===== config.mk =====
export PLATFORM = sky130hd
export DESIGN_NAME = sdwl_loader
export DESIGN_NICKNAME = d
export VERILOG_FILES = /design/src/sdwl_pkg.sv /design/src/sdwl_loader.sv
export SDC_FILE = /design/constraint.sdc
export NUM_CORES = 1
export LEC_CHECK = 0
export BUFFER_PORTS_ARGS = -buffer_cell sky130_fd_sc_hd__buf_2
export CORE_MARGIN = 4
export CORE_UTILIZATION = 58
export DETAILED_ROUTE_END_ITERATION = 8
export GPL_TIMING_DRIVEN = 0
export PLACE_DENSITY = 0.83
export RECOVER_POWER = 100
export SLEW_MARGIN = 5
export SYNTH_ARGS = -nofsm -noshare
export SYNTH_HDL_FRONTEND = slang
export SYNTH_SLANG_ARGS = --single-unit

===== constraint.sdc =====
create_clock -name CORE_CLK_I -period 5.1 [get_ports CORE_CLK_I]
set_input_delay 0 -clock CORE_CLK_I [delete_from_list [all_inputs] [get_ports CORE_CLK_I]]
set_output_delay 0 -clock CORE_CLK_I [all_outputs]
set_load 0.1 [all_outputs]

===== src/sdwl_pkg.sv =====
// package of constants and types for the serial dac word loader
package sdwl_pkg;
    // ------------------------------------------------------------
    // word format
    // ------------------------------------------------------------
    localparam int WORD_W = 14;
    localparam logic [13:0] DAC_RST_VAL = 14'h0000;
    localparam logic [13:0] BIPOLAR_ZERO = 14'h2000;
    localparam logic [13:0] FULL_SCALE = 14'h3FFF;
    // pin idle levels out of reset: frame select high, clock low, data low, strobe high
    localparam logic [3:0] PINS_IDLE = 4'h9;

    // ------------------------------------------------------------
    // carriers
    // ------------------------------------------------------------
    typedef struct packed {
        logic frame_sel_n;
        logic serial_clk;
        logic serial_data_line;
        logic dac_load_strobe_n;
    } sdwl_pins_s;

    typedef enum logic [1:0] {
        ST_IDLE = 2'b01,
        ST_SHIFT = 2'b10
    } sdwl_state_e;
endpackage : sdwl_pkg


===== src/sdwl_loader.sv =====
// serial dac word loader: shift register, input latch and dac register
`timescale 1ns/1ps
// What this block does
// - dac register clears to zero at reset, holds until a transfer
// - shift register is not cleared by reset
// - more than 14 bits shifted: only last 14 kept
// - fewer than 14 bits: older bits stay and are transferred
// - data sampled on each rising serial clock edge within a frame into 14-bit word
// - dac register updated at frame end or by load strobe
// - msb sent first; first retained bit is msb
// - frame select rising loads the new word
// - unipolar code is straight binary
// - bipolar code is offset binary
// - bits accepted only while frame select is low
// - strobe tied low: frame select rising updates dac register
module sdwl_loader #(
    parameter int WORD_W = sdwl_pkg::WORD_W
) (
    input wire logic CORE_CLK_I,
    input wire logic RSTN_I,
    input wire logic FRAME_SEL_N_I,
    input wire logic SERIAL_CLK_I,
    input wire logic SERIAL_DATA_LINE_I,
    input wire logic DAC_LOAD_STROBE_N_I,
    input wire logic BIPOLAR_I,
    output logic [WORD_W-1:0] DAC_CODE_O,
    output logic [WORD_W-1:0] DAC_SIGNED_O,
    output logic DAC_UPDATE_O,
    output logic FRAME_ACTIVE_O
);
    // ------------------------------------------------------------
    // input synchronisers
    // ------------------------------------------------------------
    sdwl_pkg::sdwl_pins_s pins_raw;
    sdwl_pkg::sdwl_pins_s meta_r;
    sdwl_pkg::sdwl_pins_s sync_r;
    sdwl_pkg::sdwl_pins_s prev_r;

    assign pins_raw = '{frame_sel_n: FRAME_SEL_N_I, serial_clk: SERIAL_CLK_I,
                        serial_data_line: SERIAL_DATA_LINE_I,
                        dac_load_strobe_n: DAC_LOAD_STROBE_N_I};

    // pins come from the host domain; idle values (select and strobe high, clock and data low) avoid false edges out of reset
    always_ff @(posedge CORE_CLK_I or negedge RSTN_I) begin
        if (!RSTN_I) begin
            meta_r <= sdwl_pkg::PINS_IDLE;
            sync_r <= sdwl_pkg::PINS_IDLE;
            prev_r <= sdwl_pkg::PINS_IDLE;
        end else begin
            meta_r <= pins_raw;
            sync_r <= meta_r;
            prev_r <= sync_r;
        end
    end

    // ------------------------------------------------------------
    // edge decode
    // ------------------------------------------------------------
    wire sclk_rise;
    wire frame_low;
    wire frame_end;
    wire strobe_low;
    wire shift_en;

    assign sclk_rise = sync_r.serial_clk & ~prev_r.serial_clk;
    assign frame_low = ~sync_r.frame_sel_n;
    assign frame_end = sync_r.frame_sel_n & ~prev_r.frame_sel_n;
    assign strobe_low = ~sync_r.dac_load_strobe_n;
    // clock edges while deselected are ignored, so idle bursts cannot corrupt the word
    assign shift_en = sclk_rise & frame_low & ~prev_r.frame_sel_n;

    // ------------------------------------------------------------
    // shift register, not reset by design
    // ------------------------------------------------------------
    logic [WORD_W-1:0] shift_r;
    logic [WORD_W-1:0] shift_nxt;

    // msb first: older bits move up, last 14 remain, short frames keep old bits
    assign shift_nxt = {shift_r[WORD_W-2:0], sync_r.serial_data_line};

    // no reset branch: contents stay undefined until data arrives
    always_ff @(posedge CORE_CLK_I) begin
        if (shift_en) begin
            shift_r <= shift_nxt;
        end
    end

    // ------------------------------------------------------------
    // fill tracking for the checks
    // ------------------------------------------------------------
    // counts bits shifted since reset, saturating at one word; the shift
    // register itself stays unreset, so checks on its contents wait for this
    localparam int FILL_W = $clog2(WORD_W + 1);
    localparam logic [FILL_W-1:0] FILL_FULL = FILL_W'(WORD_W);
    logic [FILL_W-1:0] fill_r;
    logic [FILL_W-1:0] fill_nxt;
    wire word_filled;

    // saturate rather than wrap, so a long stream never closes the gate again
    assign fill_nxt = (shift_en && (fill_r != FILL_FULL)) ? fill_r + 1'b1 : fill_r;
    assign word_filled = (fill_r == FILL_FULL);

    // reset clears only the count, never the shift register
    always_ff @(posedge CORE_CLK_I or negedge RSTN_I) begin
        if (!RSTN_I) begin
            fill_r <= '0;
        end else begin
            fill_r <= fill_nxt;
        end
    end

    // ------------------------------------------------------------
    // input latch and dac register
    // ------------------------------------------------------------
    sdwl_pkg::sdwl_state_e state_r;
    sdwl_pkg::sdwl_state_e state_nxt;
    logic pend_r;
    logic pend_nxt;
    logic [WORD_W-1:0] latch_r;
    logic [WORD_W-1:0] latch_nxt;
    logic [WORD_W-1:0] dac_r;
    logic [WORD_W-1:0] dac_nxt;
    wire load_now;
    wire [WORD_W-1:0] load_word;

    assign state_nxt = frame_low ? sdwl_pkg::ST_SHIFT : sdwl_pkg::ST_IDLE;
    // frame end with strobe low loads at once; a strobe high holds the word
    assign load_now = (frame_end & strobe_low) | (pend_r & strobe_low);
    assign load_word = frame_end ? shift_r : latch_r;
    assign latch_nxt = frame_end ? shift_r : latch_r;
    assign pend_nxt = frame_end ? ~strobe_low : (pend_r & ~strobe_low);
    assign dac_nxt = load_now ? load_word : dac_r;

    // dac register clears at reset and only moves on a load
    always_ff @(posedge CORE_CLK_I or negedge RSTN_I) begin
        if (!RSTN_I) begin
            state_r <= sdwl_pkg::ST_IDLE;
            pend_r <= 1'b0;
            latch_r <= sdwl_pkg::DAC_RST_VAL;
            dac_r <= sdwl_pkg::DAC_RST_VAL;
        end else begin
            state_r <= state_nxt;
            pend_r <= pend_nxt;
            latch_r <= latch_nxt;
            dac_r <= dac_nxt;
        end
    end

    // ------------------------------------------------------------
    // code views
    // ------------------------------------------------------------
    // bipolar view flips the msb: offset binary becomes two's complement,
    // so midscale reads as zero; unipolar passes the code straight through
    function automatic logic [WORD_W-1:0] code_view(input logic [WORD_W-1:0] code,
                                                    input logic bip);
        logic [WORD_W-1:0] offs;
        offs = '0;
        offs[WORD_W-1] = 1'b1;
        return bip ? (code ^ offs) : code;
    endfunction : code_view

    // ------------------------------------------------------------
    // outputs
    // ------------------------------------------------------------
    // straight binary for unipolar; msb flipped gives a two's-complement view in bipolar
    always_ff @(posedge CORE_CLK_I or negedge RSTN_I) begin
        if (!RSTN_I) begin
            DAC_CODE_O <= sdwl_pkg::DAC_RST_VAL;
            DAC_SIGNED_O <= sdwl_pkg::DAC_RST_VAL ^ sdwl_pkg::BIPOLAR_ZERO;
            DAC_UPDATE_O <= 1'b0;
            FRAME_ACTIVE_O <= 1'b0;
        end else begin
            DAC_CODE_O <= dac_nxt;
            DAC_SIGNED_O <= code_view(dac_nxt, BIPOLAR_I);
            DAC_UPDATE_O <= load_now;
            FRAME_ACTIVE_O <= (state_nxt == sdwl_pkg::ST_SHIFT);
        end
    end

    // ------------------------------------------------------------
    // assertions
    // ------------------------------------------------------------
    dac_hold_a: assert property (@(posedge CORE_CLK_I) disable iff (!RSTN_I)
        !load_now |=> DAC_CODE_O == $past(DAC_CODE_O))
        else $error("dac code moved without a load");
    frame_load_a: assert property (@(posedge CORE_CLK_I) disable iff (!RSTN_I)
        frame_end && strobe_low |=> DAC_CODE_O == $past(shift_r))
        else $error("frame end did not load the shift word");
    shift_gate_a: assert property (@(posedge CORE_CLK_I) disable iff (!RSTN_I)
        sync_r.frame_sel_n && word_filled |=> shift_r == $past(shift_r))
        else $error("shift register moved while deselected");
    shift_msb_a: assert property (@(posedge CORE_CLK_I) disable iff (!RSTN_I)
        shift_en |=> shift_r[0] == $past(sync_r.serial_data_line))
        else $error("new bit not in lsb");
    strobe_hold_a: assert property (@(posedge CORE_CLK_I) disable iff (!RSTN_I)
        frame_end && !strobe_low |=> DAC_CODE_O == $past(DAC_CODE_O) && pend_r)
        else $error("word not held while strobe high");
    strobe_load_a: assert property (@(posedge CORE_CLK_I) disable iff (!RSTN_I)
        pend_r && strobe_low && !frame_end |=> DAC_CODE_O == $past(latch_r) && DAC_UPDATE_O)
        else $error("strobe did not load latched word");
    bipolar_map_a: assert property (@(posedge CORE_CLK_I) disable iff (!RSTN_I)
        ##1 $past(BIPOLAR_I) |-> DAC_SIGNED_O[WORD_W-1] != DAC_CODE_O[WORD_W-1])
        else $error("bipolar msb not offset");
    unipolar_map_a: assert property (@(posedge CORE_CLK_I) disable iff (!RSTN_I)
        ##1 !$past(BIPOLAR_I) |-> DAC_SIGNED_O == DAC_CODE_O)
        else $error("unipolar code not straight binary");

    // ------------------------------------------------------------
    // update pulse and dac register
    // ------------------------------------------------------------
    // the code may only move in the cycle that reports an update
    upd_quiet_a: assert property (@(posedge CORE_CLK_I) disable iff (!RSTN_I)
        !DAC_UPDATE_O |-> DAC_CODE_O == $past(DAC_CODE_O))
        else $error("dac code changed with no update pulse");

    // one load gives one pulse, never a run of them
    upd_single_a: assert property (@(posedge CORE_CLK_I) disable iff (!RSTN_I)
        DAC_UPDATE_O |=> !DAC_UPDATE_O)
        else $error("update pulse longer than one cycle");

    // a low strobe with nothing pending and no frame end must not load anything
    strobe_idle_a: assert property (@(posedge CORE_CLK_I) disable iff (!RSTN_I)
        !pend_r && !frame_end |=> !DAC_UPDATE_O)
        else $error("update without frame end or pending word");

    // the loaded word is always the fresh or latched one
    upd_word_a: assert property (@(posedge CORE_CLK_I) disable iff (!RSTN_I)
        load_now |=> DAC_CODE_O == $past(load_word) && DAC_UPDATE_O)
        else $error("load did not deliver the selected word");

    // ------------------------------------------------------------
    // input latch and pending flag
    // ------------------------------------------------------------
    // once the strobe falls the pending word is consumed
    pend_clear_a: assert property (@(posedge CORE_CLK_I) disable iff (!RSTN_I)
        pend_r && strobe_low |=> !pend_r)
        else $error("pending flag survived a strobe");

    // pending stays while the strobe stays high
    pend_keep_a: assert property (@(posedge CORE_CLK_I) disable iff (!RSTN_I)
        pend_r && !strobe_low |=> pend_r)
        else $error("pending word dropped with strobe high");

    // latch only moves at frame end
    latch_keep_a: assert property (@(posedge CORE_CLK_I) disable iff (!RSTN_I)
        !frame_end && word_filled |=> latch_r == $past(latch_r))
        else $error("input latch moved outside frame end");

    // frame end captures the complete shift word
    latch_take_a: assert property (@(posedge CORE_CLK_I) disable iff (!RSTN_I)
        frame_end && word_filled |=> latch_r == $past(shift_r))
        else $error("input latch missed the shift word");

    // ------------------------------------------------------------
    // shift register and frame
    // ------------------------------------------------------------
    // each accepted bit moves the older bits up one place
    shift_move_a: assert property (@(posedge CORE_CLK_I) disable iff (!RSTN_I)
        shift_en && word_filled |=>
            shift_r[WORD_W-1:1] == $past(shift_r[WORD_W-2:0]))
        else $error("older bits not moved towards msb");

    // the bit counter never passes one word
    fill_bound_a: assert property (@(posedge CORE_CLK_I) disable iff (!RSTN_I)
        fill_r <= FILL_FULL)
        else $error("fill count out of range");

    // the frame flag follows the registered state
    active_state_a: assert property (@(posedge CORE_CLK_I) disable iff (!RSTN_I)
        FRAME_ACTIVE_O == (state_r == sdwl_pkg::ST_SHIFT))
        else $error("frame flag disagrees with state");

    // state codes stay one-hot
    state_onehot_a: assert property (@(posedge CORE_CLK_I) disable iff (!RSTN_I)
        $onehot(state_r))
        else $error("state not one-hot");

    // frame flag reflects the synchronised select of the previous cycle
    active_track_a: assert property (@(posedge CORE_CLK_I) disable iff (!RSTN_I)
        ##1 1'b1 |-> FRAME_ACTIVE_O == $past(frame_low))
        else $error("frame flag lags the select");

    // signed view is the full code view, not only the msb
    bipolar_full_a: assert property (@(posedge CORE_CLK_I) disable iff (!RSTN_I)
        ##1 1'b1 |-> DAC_SIGNED_O == code_view(DAC_CODE_O, $past(BIPOLAR_I)))
        else $error("signed view does not match code");
endmodule : sdwl_loader


==> results.md <==
- Share of the synthesized area in the top cell type: 44.1%
- Fin crit share: 46.4%
- Relative slew slack: -43.7%
- Die Area: about 4500 µm²
- Fillers: roughly 280
- Clk slew on worst S/H paths: approximately 140 ps
- Fin. Hold Viols: 0
- VDD IR max: ~0.46 mV
- GP Congestion: around 0.74
- Post-Synth Simple-Gate Area: under 10%
- DRT iter0 DRCs: 39
- Area Growth Syn to Fin: 12.9%
- Min cycle time layout: approximately 2400 ps
- HP Start: DAC_LOAD_STROBE_N_I
- Status: finished, violations left
- Violated checks: capacitance limit, slew limit
- Largest net degree at the start of global routing: 43
- Die Span X: about 67 µm
- Worst Hold End: meta_r[0]
- Wire per inst: about 13 µm
- Clk root buf: clkbuf_4
- CTS tree: done
- H-tree levels: 2
- Largest family of logic cells by synthesized area: multiplexers
- Core footprint: around 3400 µm²
- Critical path class: flip-flop to flip-flop
- Area contributors post-synth: dfrtp_1, edfxtp_1, mux2_4
- Number of global-route vias before repair: roughly 1,200
- Gr ovfl total: 0
- Synthesized area per cell: approximately 15 µm²
- Worst slew pin tran: around 2200 ps
- Power consumption: 1.35 mW
- Die height: 67.4 µm
- Worst-Skew Late Latency: ~360 ps
- #FFs+latches synth: between 50 and 60
- Synth Area in XOR/XNOR: less than 1%
- Distinct cell type count after synthesis: 16
- # nets final: between 150 and 200
- CTS Buffer Depth: 2
- CTS sink count: 56
- Initial antenna violation count: 0
- Dpl hpwl: 2180 µm
- R2R Path End: shift_r[6]
- Hold crit path type: input pin to flip-flop
- I/O pin count: 37
- Seq/Total Area, Yosys: slightly above 70%
- Critical Path AT: roughly 2400 ps
- CP max FO: 8
- P_sw: between 600 and 700 µW
- Residual DRC count: 0
- Via-to-Cell Ratio: about 4.8
- I/O Buffers: 36
- Overall routing resource usage: between 10% and 20%
- RSZ-0062 raised after global routing: false
- DRT Pass-1 Iters: 4
- FP Rows: 21
- Sequential share of power: between 30 and 40%
- Final worst slack: roughly 2700 ps
- Worst Setup Start Kind: flip-flop
- Synth Area in Adders: 0%
- Syn Std Cell Area: slightly above 2000 µm²
- Pint: around 700 µW
- DP Worst Slack: 3370 ps
- R2r startpoint: sync_r[3]
- Lkg Pwr: around 1.0 nW
- Global-route wire length before repair: approximately 5300 µm
- Pwr per Cell Area: approximately 590 nW/µm²
- Antenna diode instance count: 0
- Synth warn: 0
- Post-route ant nets: 0
- Drt total wl: a little over 3000 µm
- WP data required: between 5000 and 6000 ps
- TritonCTS Buffers: 5
- Via Count: roughly 1,100
- Setup violators final: 0
- Clock share of power: between 10% and 20%
- CP endpoint kind: flip-flop
- R2R cell count: 2
- Final Max Slew Viols: 43
- Hold depth: 2
- Setup TNS: 0 ps
- R2r setup slk: about 2700 ps
- Net Count, Synth: around 140
- Synth Instances: around 140
- Yosys top cell by area: dfrtp_1
- Switching Share: between 40 and 50%
- Share of cells above drive strength 1: 19.4%
- Initial Utilization: between 60% and 70%
- Maxcap violations: 1
- Post-CTS Resized: 0
- Combinational power share: 43.4%
- Max Clock Freq: around 420 MHz
- Synth Area in Compound Gates: under 10%
- Worst Skew: 8.20 ps
- Mux cell area share after synthesis: 10.3%
## power by group through the flow
stage | Clock, mW | Combinational, mW | Sequential, mW
after floorplan | 0 | 0.308 | 0.783
after global placement | 0 | 0.620 | 0.547
after detailed placement | 0 | 0.625 | 0.551
after CTS | 0.232 | 0.629 | 0.543
after global routing | 0.254 | 0.607 | 0.547
final | 0.226 | 0.588 | 0.540
## cells in the mapped netlist, drive strengths merged
cell type / number
o21a: 1
edfxtp: 14
nor4b: 1
nor2b: 1
xor2: 1
nand2b: 1
inv: 2
dfrtp: 36
o21bai: 1
dfstp: 6
mux2: 15
nand2: 39
buf: 17
## layout make-up
cell class | instances | area, µm² | share of cell area (%)
timing repair buffer | 43 | 205 | 8.89
tap | 46 | 57.6 | 2.49
inverter | 2 | 7.51 | 0.325
clock buffer | 6 | 41.3 | 1.79
buffer | 17 | 114 | 4.93
multi-input combinational | 60 | 368 | 15.9
sequential | 56 | 1480 | 64.1
clock inverter | 2 | 35.0 | 1.52
## routing by layer
layer	vias up	global-route usage, %	share of wire (%)
li1	522	-	-
met1	552	20.1	44
met2	27	26.7	50
met3	6	4.16	4.8
met4	0	7.59	1.6
met5	-	0	0
## critical path: stages (launching register included)
cell and delay [ps]:
dfstp_1 430, nor4b_1 1170, clkbuf_1 430
## worst max path at each step
| stage | start | to | slack (ps) | cells after the start |
|---|---|---|---|---|
| after floorplan | sync_r[3] | shift_r[0] | 2680 | 1 |
| after global placement | sync_r[3] | shift_r[0] | 2180 | 1 |
| after detailed placement | sync_r[3] | shift_r[0] | 3370 | 2 |
| after CTS | sync_r[3] | shift_r[5] | 3370 | 2 |
| after global routing | sync_r[3] | shift_r[6] | 2520 | 2 |
| final | sync_r[3] | shift_r[6] | 2740 | 2 |
## through the flow
stage               cell area (µm²)  utilization, %  hold WS (ps)  instances
floorplan                      2040               -          -296        135
global placement               2280            67.9           105        217
detailed placement             2300            68.3           108        218
CTS                            2430            72.3           256        232
global route                   2310            68.6           254        232
finish                         2310            68.6           266        232
## state kept, by name (all words and copies together), names as in the netlist, 2 cells and up
| register | count |
|---|---|
| latch_r | 14 |
| shift_r | 14 |
| DAC_SIGNED_O | 11 |
| DAC_CODE_O | 4 |
| meta_r | 4 |
| sync_r | 3 |
| prev_r | 2 |
## cell usage in the layout, fill, tap and decap left out, types with 4 or more instances in the layout
cell type,netlist,final
nand2_1,39,39
dfrtp_1,36,36
clkbuf_1,0,36
edfxtp_1,14,14
buf_4,13,13
mux2_1,0,9
buf_2,2,6
dlygate4sd3_1,0,6
clkbuf_4,0,5
dfstp_2,6,4
mux2_2,4,4
## logic make-up (layout without fill, tap and decap cells)
group           count (synthesis)  in the layout
flops                          56             56
simple gates                   42             42
buf+inv                        19             70
mux                            15             15
compound gates                  2              2
xor+xnor                        1              1
## what timing repair did
action | CTS | global route
setup buffers | 0 | 0
hold buffers | 6 | 0
hold endpoints to repair | 41 | 0
endpoints found under the setup margin | 0 | 0
Power figures use the tool's default switching activity.
